--- src/hdl/velocity_bank_defines.vh ---
// Purpose: constants of the velocity object bank
// Assumes: 16-bit drive registers, object index/subindex addressing
// Notes: definitions only
`ifndef VELOCITY_BANK_DEFINES_VH
`define VELOCITY_BANK_DEFINES_VH

// object indices and subindices
`define OBJ_INFO 16'h4001
`define SUB_BOOT_REV 8'h01
`define SUB_APP_REV 8'h02
`define SUB_UPTIME 8'h03
`define SUB_ACTIVE_ERR 8'h04
`define SUB_STICKY_ERR 8'h05
`define OBJ_CONTROL 16'h6040
`define OBJ_STATE 16'h6041
`define OBJ_TARGET 16'h6042
`define OBJ_DEMAND 16'h6043
`define OBJ_ACTUAL 16'h6044
`define OBJ_LIMITS 16'h6046
`define SUB_LIMIT_MIN 8'h01
`define SUB_LIMIT_MAX 8'h02
`define SUB_ZERO 8'h00

// drive register space addresses
`define DRV_RUN_CMD 16'h0001
`define DRV_REF_FREQ 16'h0010
`define DRV_OUT_FREQ 16'h003E
`define DRV_MOTOR_SPEED 16'h00AC
`define DRV_STATUS 16'h00FC
`define DRV_DISPLAY_UNIT 16'h0502
`define DRV_POLE_COUNT 16'h0211
`define DRV_MAX_FREQ 16'h0303
`define DRV_UPPER_LIMIT 16'h0289
`define DRV_LOWER_LIMIT 16'h028A

// drive field values
`define REVERSE_MASK 16'h0004
`define DISPLAY_RPM 16'h0002
`define RUN_STOP 16'h0000
`define RUN_FWD 16'h0001
`define RUN_REV 16'h0002
`define REF_MAX 16'h7FFF

// control word decoding and state word codes
`define CW_FAULT_RESET 7
`define CW_MASK_SHUTDOWN 16'h0087
`define CW_SHUTDOWN 16'h0006
`define CW_MASK_SWITCH 16'h008F
`define CW_SWITCH_ON 16'h0007
`define CW_OPERATION_ENABLED_COMMAND 16'h000F
`define CW_MASK_VOLTAGE 16'h0082
`define CW_DISABLE_VOLT 16'h0000
`define SW_DISABLED 16'h0040
`define SW_READY 16'h0021
`define SW_SWITCHED_ON 16'h0023
`define SW_OP_ENABLED 16'h0027
`define SW_FAULT 16'h0008

// conversion: percent in 0.1 % = rpm*poles*1000 / (12 * maxFreq[0.1 Hz])
`define PCT_SCALE 48'h0000000003E8
`define FULL_SCALE_MUL 32'h0000000C

// timing
`define CLOCK_HZ 25000000
`define MS_PER_S 1000
`define DIV_STEPS 6'h30

`endif

--- src/hdl/round_divider.v ---
// Purpose: unsigned divider rounding to nearest
// Assumes: start only while idle; den of zero gives all ones
// Notes: one quotient bit per clock, 48 steps
`timescale 1ns/1ns
`include "velocity_bank_defines.vh"

module round_divider (
    input wire clock,
    input wire rst,
    input wire start,
    input wire [47:0] num,
    input wire [31:0] den,
    output reg busy,
    output reg done,
    output reg [47:0] quo
);
    reg [47:0] shiftQ;
    reg [32:0] rem;
    reg [31:0] divisor;
    reg [5:0] steps;
    wire [32:0] trial;

    assign trial = {rem[31:0], shiftQ[47]};

    always @(posedge clock)
    begin
        if (rst)
        begin
            busy <= 1'b0;
            done <= 1'b0;
            quo <= 48'h0;
            shiftQ <= 48'h0;
            rem <= 33'h0;
            divisor <= 32'h0;
            steps <= 6'h0;
        end
        else
        begin
            done <= 1'b0;
            if (start && !busy)
            begin
                // adding half the divisor first turns truncation into rounding
                shiftQ <= num + {17'h0, den[31:1]};
                divisor <= den;
                rem <= 33'h0;
                steps <= `DIV_STEPS;
                busy <= 1'b1;
            end
            else if (busy)
            begin
                if (trial >= {1'b0, divisor})
                begin
                    rem <= trial - {1'b0, divisor};
                    shiftQ <= {shiftQ[46:0], 1'b1};
                end
                else
                begin
                    rem <= trial;
                    shiftQ <= {shiftQ[46:0], 1'b0};
                end
                steps <= steps - 6'h1;
                if (steps == 6'h1)
                begin
                    busy <= 1'b0;
                    done <= 1'b1;
                    if (trial >= {1'b0, divisor})
                        quo <= {shiftQ[46:0], 1'b1};
                    else
                        quo <= {shiftQ[46:0], 1'b0};
                end
            end
        end
    end
endmodule // round_divider

--- src/hdl/velocity_object_bank.v ---
// Purpose: option info and velocity-mode objects of a drive option card
// Assumes: object port answers one cycle after a request; drive register
//          port holds drvReq until drvAck
// Notes: drive registers are polled into a small cache between writes
`timescale 1ns/1ns
`include "velocity_bank_defines.vh"

module velocity_object_bank #(
    parameter [31:0] BOOT_REVISION = 32'h00010203,
    parameter [31:0] APP_REVISION = 32'h00040506,
    parameter MS_CYCLES = `CLOCK_HZ / `MS_PER_S
) (
    input wire clock,
    input wire rst,
    input wire objReq,
    input wire objWrite,
    input wire [15:0] objIndex,
    input wire [7:0] objSub,
    input wire [31:0] objWdata,
    output reg objAck,
    output reg objAbort,
    output reg [31:0] objRdata,
    input wire [15:0] dimFactor,
    input wire [15:0] activeErrorIn,
    input wire driveFault,
    output reg drvReq,
    output reg drvWrite,
    output reg [15:0] drvAddr,
    output reg [15:0] drvWdata,
    input wire [15:0] drvRdata,
    input wire drvAck
);
    // control states
    localparam [2:0] ST_DISABLED = 3'h0;
    localparam [2:0] ST_READY = 3'h1;
    localparam [2:0] ST_SWITCHED = 3'h2;
    localparam [2:0] ST_OP_EN = 3'h3;
    localparam [2:0] ST_FAULT = 3'h4;
    // drive port states
    localparam [1:0] D_IDLE = 2'h0;
    localparam [1:0] D_ACC = 2'h1;
    localparam [1:0] D_DIV = 2'h2;
    // kind of drive access in flight
    localparam [1:0] K_POLL = 2'h0;
    localparam [1:0] K_RUN = 2'h1;
    localparam [1:0] K_REF = 2'h2;
    localparam [1:0] K_LIMIT = 2'h3;
    localparam [2:0] POLL_LAST = 3'h5;
    // arbitrary revisions above; the top byte is always forced to zero

    reg [31:0] uptime;
    reg [31:0] msCount;
    reg [15:0] stickyErrors;
    reg [15:0] controlWord;
    reg [2:0] state;
    reg [15:0] targetVelocity;
    reg [15:0] refMag;
    reg revDir;
    reg [31:0] limitMin;
    reg [31:0] limitMax;
    reg pendLo;
    reg pendHi;
    reg workLo;
    reg [15:0] lastRun;
    reg [15:0] lastRef;
    reg [1:0] dstate;
    reg [1:0] accKind;
    reg [2:0] pollIdx;
    reg divStart;
    reg [15:0] stateWord;
    reg [15:0] runWord;
    reg [15:0] pollAddr;
    reg [15:0] rpmSat;

    wire [15:0] cache [0:5];
    wire unitOk;
    wire isVelocity;
    wire reverse;
    wire [15:0] demand;
    wire [15:0] actual;
    wire signed [31:0] scaled;
    wire [31:0] scaledMag;
    wire [47:0] divNum;
    wire [31:0] divDen;
    wire divDone;
    wire [47:0] divQuo;
    wire limitsReady;

    // drive register cache, one entry per polled address
    genvar gi;
    generate
        for (gi = 0; gi <= 5; gi = gi + 1)
        begin : cacheEntry
            reg [15:0] value;
            always @(posedge clock)
            begin
                if (rst)
                    value <= 16'h0;
                else if (dstate == D_ACC && accKind == K_POLL && drvAck
                         && pollIdx == gi)
                    value <= drvRdata;
            end
            assign cache[gi] = value;
        end
    endgenerate

    // cache order: status, output freq, motor speed, unit, poles, max freq
    always @*
    begin
        case (pollIdx)
            3'h0: pollAddr = `DRV_STATUS;
            3'h1: pollAddr = `DRV_OUT_FREQ;
            3'h2: pollAddr = `DRV_MOTOR_SPEED;
            3'h3: pollAddr = `DRV_DISPLAY_UNIT;
            3'h4: pollAddr = `DRV_POLE_COUNT;
            default: pollAddr = `DRV_MAX_FREQ;
        endcase
    end

    assign unitOk = cache[3] == `DISPLAY_RPM;
    assign isVelocity = objIndex[15:4] == `OBJ_CONTROL >> 4;

    assign reverse = (cache[0] & `REVERSE_MASK) != 16'h0;
    assign demand = reverse ? 16'h0 - cache[1] : cache[1];
    assign actual = reverse ? 16'h0 - cache[2] : cache[2];

    assign scaled = $signed(objWdata[15:0]) * $signed(dimFactor);
    assign scaledMag = scaled[31] ? 32'h0 - scaled : scaled;

    // rounded percent of full scale; poles must be set beforehand
    assign divNum = {32'h0, rpmSat} * {32'h0, cache[4]} * `PCT_SCALE;
    assign divDen = {16'h0, cache[5]} * `FULL_SCALE_MUL;
    // no limit conversion until poles and max frequency are known
    assign limitsReady = cache[4] != 16'h0 && cache[5] != 16'h0;

    always @*
    begin
        if (workLo)
            rpmSat = limitMin[31:16] != 16'h0 ? 16'hFFFF : limitMin[15:0];
        else
            rpmSat = limitMax[31:16] != 16'h0 ? 16'hFFFF : limitMax[15:0];
    end

    always @*
    begin
        case (state)
            ST_READY: stateWord = `SW_READY;
            ST_SWITCHED: stateWord = `SW_SWITCHED_ON;
            ST_OP_EN: stateWord = `SW_OP_ENABLED;
            ST_FAULT: stateWord = `SW_FAULT;
            default: stateWord = `SW_DISABLED;
        endcase
    end

    always @*
    begin
        if (state != ST_OP_EN)
            runWord = `RUN_STOP;
        else if (revDir)
            runWord = `RUN_REV;
        else
            runWord = `RUN_FWD;
    end

    always @(posedge clock)
    begin
        if (rst)
        begin
            msCount <= 32'h0;
            uptime <= 32'h0;
        end
        else if (msCount == MS_CYCLES - 1)
        begin
            msCount <= 32'h0;
            uptime <= uptime + 32'h1;
        end
        else
            msCount <= msCount + 32'h1;
    end

    // sticky errors never clear before reset
    always @(posedge clock)
    begin
        if (rst)
            stickyErrors <= 16'h0;
        else
            stickyErrors <= stickyErrors | activeErrorIn;
    end

    // object port: answer and register writes
    always @(posedge clock)
    begin
        if (rst)
        begin
            objAck <= 1'b0;
            objAbort <= 1'b0;
            objRdata <= 32'h0;
            controlWord <= 16'h0;
            state <= ST_DISABLED;
            targetVelocity <= 16'h0;
            refMag <= 16'h0;
            revDir <= 1'b0;
            limitMin <= 32'h0;
            limitMax <= 32'h0;
            pendLo <= 1'b0;
            pendHi <= 1'b0;
        end
        else
        begin
            objAck <= 1'b0;
            objAbort <= 1'b0;
            if (driveFault)
                state <= ST_FAULT;
            // a new write wins over the clear at divider start
            if (divStart && workLo)
                pendLo <= 1'b0;
            if (divStart && !workLo)
                pendHi <= 1'b0;
            if (objReq)
            begin
                objAck <= 1'b1;
                objRdata <= 32'h0;
                if (isVelocity && !unitOk)
                    objAbort <= 1'b1;
                else if (objIndex == `OBJ_INFO && !objWrite)
                begin
                    if (objSub == `SUB_BOOT_REV)
                        objRdata <= {8'h0, BOOT_REVISION[23:0]};
                    else if (objSub == `SUB_APP_REV)
                        objRdata <= {8'h0, APP_REVISION[23:0]};
                    else if (objSub == `SUB_UPTIME)
                        objRdata <= uptime;
                    else if (objSub == `SUB_ACTIVE_ERR)
                        objRdata <= {16'h0, activeErrorIn};
                    else if (objSub == `SUB_STICKY_ERR)
                        objRdata <= {16'h0, stickyErrors};
                    else
                        objAbort <= 1'b1;
                end
                else if (objIndex == `OBJ_CONTROL && objSub == `SUB_ZERO)
                begin
                    objRdata <= {16'h0, controlWord};
                    if (objWrite)
                    begin
                        controlWord <= objWdata[15:0];
                        if (state == ST_FAULT)
                        begin
                            if (objWdata[`CW_FAULT_RESET] && !driveFault)
                                state <= ST_DISABLED;
                        end
                        else if ((objWdata[15:0] & `CW_MASK_VOLTAGE)
                                 == `CW_DISABLE_VOLT)
                            state <= ST_DISABLED;
                        else if ((objWdata[15:0] & `CW_MASK_SHUTDOWN)
                                 == `CW_SHUTDOWN)
                            state <= ST_READY;
                        else if ((objWdata[15:0] & `CW_MASK_SWITCH)
                                 == `CW_SWITCH_ON && state != ST_DISABLED)
                            state <= ST_SWITCHED;
                        else if ((objWdata[15:0] & `CW_MASK_SWITCH)
                                 == `CW_OPERATION_ENABLED_COMMAND && state != ST_DISABLED)
                            state <= ST_OP_EN;
                    end
                end
                else if (objIndex == `OBJ_STATE && objSub == `SUB_ZERO
                         && !objWrite)
                    objRdata <= {16'h0, stateWord};
                else if (objIndex == `OBJ_TARGET && objSub == `SUB_ZERO)
                begin
                    objRdata <= {{16{targetVelocity[15]}}, targetVelocity};
                    if (objWrite)
                    begin
                        if (state != ST_OP_EN)
                            objAbort <= 1'b1;
                        else
                        begin
                            targetVelocity <= objWdata[15:0];
                            revDir <= scaled[31];
                            // saturate rather than wrap the reference
                            if (scaledMag > {16'h0, `REF_MAX})
                                refMag <= `REF_MAX;
                            else
                                refMag <= scaledMag[15:0];
                        end
                    end
                end
                else if (objIndex == `OBJ_DEMAND && objSub == `SUB_ZERO
                         && !objWrite)
                    objRdata <= {{16{demand[15]}}, demand};
                else if (objIndex == `OBJ_ACTUAL && objSub == `SUB_ZERO
                         && !objWrite)
                    objRdata <= {{16{actual[15]}}, actual};
                else if (objIndex == `OBJ_LIMITS
                         && objSub == `SUB_LIMIT_MIN)
                begin
                    objRdata <= limitMin;
                    if (objWrite)
                    begin
                        limitMin <= objWdata;
                        pendLo <= 1'b1;
                    end
                end
                else if (objIndex == `OBJ_LIMITS
                         && objSub == `SUB_LIMIT_MAX)
                begin
                    objRdata <= limitMax;
                    if (objWrite)
                    begin
                        limitMax <= objWdata;
                        pendHi <= 1'b1;
                    end
                end
                else
                    objAbort <= 1'b1;
            end
        end
    end

    // drive register port: run/reference writes first, then limits, else poll
    always @(posedge clock)
    begin
        if (rst)
        begin
            dstate <= D_IDLE;
            accKind <= K_POLL;
            pollIdx <= 3'h0;
            drvReq <= 1'b0;
            drvWrite <= 1'b0;
            drvAddr <= 16'h0;
            drvWdata <= 16'h0;
            lastRun <= `RUN_STOP;
            lastRef <= 16'h0;
            workLo <= 1'b0;
            divStart <= 1'b0;
        end
        else
        begin
            divStart <= 1'b0;
            case (dstate)
                D_IDLE:
                begin
                    dstate <= D_ACC;
                    drvReq <= 1'b1;
                    if (refMag != lastRef)
                    begin
                        accKind <= K_REF;
                        drvWrite <= 1'b1;
                        drvAddr <= `DRV_REF_FREQ;
                        drvWdata <= refMag;
                    end
                    else if (runWord != lastRun)
                    begin
                        accKind <= K_RUN;
                        drvWrite <= 1'b1;
                        drvAddr <= `DRV_RUN_CMD;
                        drvWdata <= runWord;
                    end
                    else if ((pendLo || pendHi) && limitsReady)
                    begin
                        dstate <= D_DIV;
                        drvReq <= 1'b0;
                        workLo <= pendLo;
                        divStart <= 1'b1;
                    end
                    else
                    begin
                        accKind <= K_POLL;
                        drvWrite <= 1'b0;
                        drvAddr <= pollAddr;
                    end
                end
                D_DIV:
                begin
                    if (divDone)
                    begin
                        dstate <= D_ACC;
                        accKind <= K_LIMIT;
                        drvReq <= 1'b1;
                        drvWrite <= 1'b1;
                        drvAddr <= workLo ? `DRV_LOWER_LIMIT
                                          : `DRV_UPPER_LIMIT;
                        drvWdata <= divQuo[47:16] != 32'h0 ? 16'hFFFF
                                                           : divQuo[15:0];
                    end
                end
                default:
                begin
                    if (drvAck)
                    begin
                        dstate <= D_IDLE;
                        drvReq <= 1'b0;
                        drvWrite <= 1'b0;
                        if (accKind == K_RUN)
                            lastRun <= drvWdata;
                        if (accKind == K_REF)
                            lastRef <= drvWdata;
                        if (accKind == K_POLL)
                            pollIdx <= pollIdx == POLL_LAST ? 3'h0
                                                            : pollIdx + 3'h1;
                    end
                end
            endcase
        end
    end

    round_divider limitDivider (
        .clock(clock),
        .rst(rst),
        .start(divStart),
        .num(divNum),
        .den(divDen),
        .busy(),
        .done(divDone),
        .quo(divQuo)
    );
endmodule // velocity_object_bank

--- config.mk ---
export PLATFORM = sky130hd
export DESIGN_NAME = velocity_object_bank
export DESIGN_NICKNAME = d
export VERILOG_FILES = /design/src/hdl/round_divider.v /design/src/hdl/velocity_object_bank.v
export VERILOG_INCLUDE_DIRS = /design/src /design/src/hdl
export SDC_FILE = /design/constraint.sdc
export NUM_CORES = 2
export LEC_CHECK = 0
export ABC_AREA = 1
export BUFFER_PORTS_ARGS = -buffer_cell sky130_fd_sc_hd__buf_2
export CORE_MARGIN = 2
export CORE_UTILIZATION = 59
export DETAILED_ROUTE_END_ITERATION = 16
export GPL_TIMING_DRIVEN = 0
export PLACE_DENSITY = 0.79
export SLEW_MARGIN = 20
export SYNTH_ARGS = -nofsm -noshare
export SYNTH_HDL_FRONTEND = slang
export SYNTH_SLANG_ARGS = --single-unit
--- constraint.sdc ---
create_clock -name clock -period 10.1 [get_ports clock]
set_clock_uncertainty 0.1 [all_clocks]
set_input_delay 1.01 -clock clock [delete_from_list [all_inputs] [get_ports clock]]
set_output_delay 1.01 -clock clock [all_outputs]
set_load 0.02 [all_outputs]
# Yosys cells after proc, flatten, opt, wreduce, memory -nomap -nowiden
# Index checks and enable logic that the tools add are counted.
[op_classes]
n_addsub = 9
multipliers = 4
n_reduce_logical = 67
muxes = 121
eq_ne = 38
n_bitwise = 17
order_cmp = 2
[ops]
columns = ["op", "count"]
rows = [
  ["32-bit 2-to-1 mux", 14],
  ["16-bit 2-to-1 mux", 16],
  ["16-bit by 15-bit equality test with 1-bit output (second input constant)", 7],
  ["48-bit 2-to-1 mux", 2],
  ["32-bit by 1-bit adder with 32-bit output (second input constant)", 2],
  ["16-bit by 16-bit multiplier with 32-bit output", 2],
  ["16-bit one-hot mux with 2 select lines", 2],
  ["16-bit nonzero test", 4],
  ["11-bit one-hot mux with 5 select lines", 1],
  ["1-bit 2-to-1 mux", 54],
  ["42-bit by 19-bit adder with 43-bit output", 1],
  ["32-bit by 7-bit multiplier with 39-bit output (second input constant)", 1],
  ["3-bit 2-to-1 mux", 13],
  ["33-bit by 20-bit >= comparator with 1-bit output", 1],
  ["32-bit by 15-bit equality test with 1-bit output (second input constant)", 1],
  ["32-bit by 15-bit > comparator with 1-bit output (second input constant)", 1],
  ["16-bit != test", 2],
  ["32-bit nonzero test", 1],
  ["1-bit by 16-bit subtractor with 16-bit output (first input constant)", 2],
  ["1-bit by 32-bit subtractor with 32-bit output (first input constant)", 1],
  ["32-bit by 20-bit subtractor with 32-bit output", 1],
  ["1-bit logical AND", 28],
  ["7-bit one-hot mux with 4 select lines", 1],
  ["2-bit 2-to-1 mux", 12],
  ["44 further kinds", 88],
]
[totals]
ff_bits = 544
input_bits = 110

# Longest topological paths before layout
[depth]
depth_word = 14
depth_mapped = 60
ltp_nobuf = 58

# Hierarchy
# Synthesis repeated with hierarchy kept, for this count alone.
[unflattened]
cells_unflattened = 8065
area_unflattened_um2 = 56636.8
[by_module_without_submodules]
columns = ["mod", "area_each_um2", "seq_area_each_um2", "instances", "cells_per_inst"]
rows = [
  ["velocity_object_bank", 44740.4, 7647.3, 1, 6104],
  ["round_divider", 11896.4, 3363.2, 1, 1961],
]

# Worst setup path after synthesis
# No wires, ideal clock.
[synth_path]
path_kind = "register -> register"
startpoint = "register limitMax[31]"
endpoint = "register limitDivider.shiftQ[40]"
path_buffers = 2
setup_ns = 0.116
required_time_ns = 9.884
setup_slack_ns = -0.961
t_arrival_ns = 10.845
stages_incl_launch_ff = 55
cell_sequence = "dfxtp_1 > nor2_1 > nand3_1 > nor4_1 > clkbuf_1 > nand3_1 > nand2_1 > clkbuf_1 > nor2_1 > fa_1 > inv_1 > fa_1 > inv_1 > ha_1 > ha_1 > inv_1 > fa_1 > fa_1 > [... 19 more ...] > fa_1 > inv_1 > ha_1 > inv_1 > o21ai_0 > a21oi_1 > o21ai_0 > a21oi_1 > nand2_1 > xor2_1 > nor2_1 > nand3_1 > nor2_1 > nand3_2 > nor2_2 > nor2_1 > o21ai_1 > nand2_1"
[synth_via]
elab_chain_cells = 7
[synth_rtl]
columns = ["item", "line", "source"]
rows = [
  ["start: declaration", "velocity_object_bank.v:60", "reg [31:0] limitMax;"],
  ["start signal: assignment", "velocity_object_bank.v:309", "limitMax <= objWdata;"],
  ["16-bit nonzero test", "velocity_object_bank.v:141", "rpmSat = limitMax[31:16] != 16'h0 ? 16'hFFFF : limitMax[15:0];"],
  ["16-bit 2-to-1 mux", "velocity_object_bank.v:141", ""],
  ["16-bit 2-to-1 mux", "velocity_object_bank.v:138", "if (workLo)"],
  ["16-bit by 16-bit multiplier with 32-bit output", "velocity_object_bank.v:131", "assign divNum = {32'h0, rpmSat} * {32'h0, cache[4]} * `PCT_SCALE;"],
  ["32-bit by 7-bit multiplier with 39-bit output (no line)", "n/a", ""],
  ["42-bit by 19-bit adder with 43-bit output", "round_divider.v:43", "shiftQ <= num + {17'h0, den[31:1]};"],
  ["48-bit 2-to-1 mux", "round_divider.v:40", "if (start && !busy)"],
  ["end signal: assignment", "round_divider.v:43", ""],
  ["end signal: assignment", "round_divider.v:54", "shiftQ <= {shiftQ[46:0], 1'b1};"],
  ["end signal: assignment", "round_divider.v:59", "shiftQ <= {shiftQ[46:0], 1'b0};"],
  ["end: declaration", "round_divider.v:17", "reg [47:0] shiftQ;"],
]
# No other way between the ends.
# A chain may end at the register's enable or synchronous reset.

# Final worst setup path
[layout_path]
startpoint = "register limitMax[29]"
endpoint = "register limitDivider.shiftQ[40]"
# Same word-level chain as after synthesis.

==> flow_summary.ini <==
[grt]
grt_overflow = 0
grt_max_degree = 16
grt_first_pass_wirelength_microns = 285000
track_usage_pct = 40.0
grt_pass1_vias = 51401
antenna_found_initial = 23

[floorplan]
start_util_pct = 59.6
io_pins = 178
dieWidth_microns = 303
core-area_sq_um = 88600
dieArea_sq_um = 92000
die_h_microns = 303
rows = 109

[min_path]
min_path_cells = 1
hold_path_class = reg -> reg
hp-start = msCount[0]

[drt]
drt_first_pass_iters = 7
ant_nets = 0
vias = 53816
drtIter0Drc = 6138
wl_per_cell_microns = 21.5
drt-total-wl_microns = 194000
avgViaCountPerCell = 5.99
drc = 0

[clock_tree]
cts_buffers = 55
ctsLongestPathBuffers = 3
root_buffer = clkbuf_16
clk_latency_ns = 0.64
cts_sinks = 536
h-tree-depth = 2
clk_pin_slew_ns = 0.06
cts_tree = built

[yosys]
synth_seq_cells = 536
post-synth-top-area-fraction_pct = 21.7
synth_edf_count = 0
syn_avg_cell_area_sq_um = 7.21
synthAdderAreaFrac_pct = 29.6
synth_top_family_by_area = adder cells
synth_compound_area_share_pct = 13.9
synth_warnings = 0
ys_types = 66
synth_ff_type = dfxtp_1
ys_seq_area_share_pct = 20.3
async_reset_ff_share_pct = 0
synthMuxAreaShare_pct = 0
synthXorXnorAreaFrac_pct = 2.57
synth_cells = 7333
synthSimpleGateAreaFrac_pct = 21.0
synth_area_leaders = fa_1 (22%), dfxtp_1 (20%), inv_1 (10%), nand2_1 (9.9%), ha_1 (7.9%)
synth.largest_area_cell = fa_1
synth_area_sq_um = 52900

[layout]
nFillCells = 6962
syn2layout_area_growth_pct = 18.0
layout.cells.non_filler = 8986
fin_nets = 8785
final-seq-area_sq_um = 10700
multi_input_area_sq_um = 38600
utilization_pct = 70.3
layout-drive-gt1-share_pct = 15.1
final_area_sq_um = 62300

[power_and_ir_drop]
power_density_nw_per_um2 = 320
p_leak_nw = 29.0
vdd_drop_max_uv = 1910

[critical_path]
ff2ff_setup_slack_ns = -1.63
r2r-start = limitMax[29]
worstReg2RegEnd = limitDivider.shiftQ[40]
path_class = reg -> reg
cp-start-kind = register
crit_slowest_cell = fa_1
cp_data_required_time_ns = 10.53
worst_path_most_repeated_cell = fa_1
crit_path_max_incr_delay_ns = 0.78
crit_path_end = limitDivider.shiftQ[40]
crit_start = limitMax[29]
worstPathArrival_ns = 12.16
r2r_cells = 53
crit_path_max_fanout = 7
worstSetupEndpointType = register

[run_status]
violations = setup timing
status = finished with violations

[placed_design]
hpwl_microns = 143000
postPlaceCellArea_sq_um = 55600
place_inst = 8642
globalplace.congestion = 1.04
port_buffers = 140

[timing]
rsz0062_at_grt = true
worst_pin_slew_ns = 1.26
fin_crit_ns = 11.73
fmax_mhz = 85.3
final-hold-violation-count = 0
finalCritPeriodShare_pct = 116
setup_viol = 28
slew_headroom_pct = 15.3
fin_setup_tns_ns = -35.72
worst_slack_ns = -1.63
finalMaxSlewViolations = 0

[flow_run]
maxCapViolations = 0
## report_power, final
group          internal (mW)  switching (mW)  total (mW)  leakage (nW)
Clock                   1.25           0.925        2.18         0.946
Combinational           4.54            11.0        15.5          23.7
Sequential              2.16          0.0667        2.23          4.33
Total                   7.96            12.0        20.0          29.0
## placed cells by master, fill, tap and decap left out, drive strengths merged, types with 6 or more instances in the layout
master,n
nand4,84
buf,407
o221ai,13
fa,572
nand2,1400
dfxtp,536
o21bai,8
a22oi,36
o21a,14
a31oi,40
xor2,98
bufinv,6
inv,1468
a211oi,44
xnor2,56
o311ai,16
a21boi,10
nand3b,8
nor3b,9
a221oi,6
a21oi,538
diode,9
nor3,94
o22ai,34
clkbuf,314
or2,18
nand3,259
ha,334
nor4,52
clkinv,35
o211ai,18
nor2,705
o21ai,542
## flip-flops by register name, indices dropped and copies added, names as in the netlist, 2 cells and up
register,count
cacheEntry.value,81
limitDivider.quo,48
limitDivider.shiftQ,48
limitDivider.rem,32
limitMax,32
limitMin,32
msCount,32
objRdata,32
uptime,32
limitDivider.divisor,18
controlWord,16
drvWdata,16
lastRef,16
lastRun,16
refMag,16
stickyErrors,16
targetVelocity,16
drvAddr,10
limitDivider.steps,6
pollIdx,3
state,3
accKind,2
dstate,2
## worst min-delay path by stage
stage,end,slack (ns)
global placement,msCount[0],0.33
floorplan,msCount[0],0.32
CTS,msCount[0],0.35
finish,msCount[0],0.35
detailed placement,msCount[0],0.34
global route,stickyErrors[11],0.38
## final cells by class
cell class                      instances  share of cell area [%]
Inverter                             1488                    9.16
Buffer                                268                    1.84
Clock inverter                         24                   0.524
Antenna cell                            9                  0.0361
Tap cell                             1165                    2.34
Sequential cell                       536                    17.2
Multi-Input combinational cell       5043                    61.9
Timing Repair Buffer                  377                    4.41
Clock buffer                           76                    2.54
## metal layers
metal	track usage (%)	up-vias	wire length, microns
met1	51.0	25399	71600
met5	0	-	294
met4	19.7	24	13700
li1	-	23908	-
met3	10.2	973	22900
met2	63.5	3512	85100
## critical path, delay by kind of cell (launching register included)
kind	cells	cell delay, ns
xor gates and xnor gates	2	0.41
and+or+nand+nor	20	2.43
buffers and inverters	15	1.77
AOI/OAI and AO/OA	3	0.47
adders and majority gates	13	6.04
DFF	1	0.32
## synth_stat cells (all sizes together) (36+ instances only)
master / count
nor3: 94
fa: 572
nor4: 52
a22oi: 36
xnor2: 56
clkbuf: 238
ha: 334
nand4: 84
inv: 1467
dfxtp: 536
nor2: 705
nand2: 1400
a21oi: 538
a31oi: 40
nand3: 259
xor2: 98
o21ai: 542
a211oi: 44
## cell families after synthesis
logic type	Yosys count
AND/OR/NAND/NOR	2640
buffers and inverters	1758
AO/OA/AOI/OAI	1338
adder cells (fa/ha/maj)	906
flip-flops	536
XOR/XNOR	154
other	1
## metrics by stage
stage	setup slack (ns)	total power [mW]	hold WS, ns
after global routing	-1.92	21.7	0.377
after detailed placement	-2.52	17.3	0.343
after floorplan	-0.0676	12.7	0.318
after CTS	-0.917	19.5	0.354
final	-1.63	20.0	0.346
after global placement	-2.43	17.1	0.329
## repair_timing
action                                  CTS  global route
endpoints found under the setup margin   29            30
pin swaps                               226           200
gates cloned                              2             0
resized for setup                       447           297
buffers inserted                        167            75
hold buffers                              0             0
Note: power is estimated with default switching activity, not from simulation.
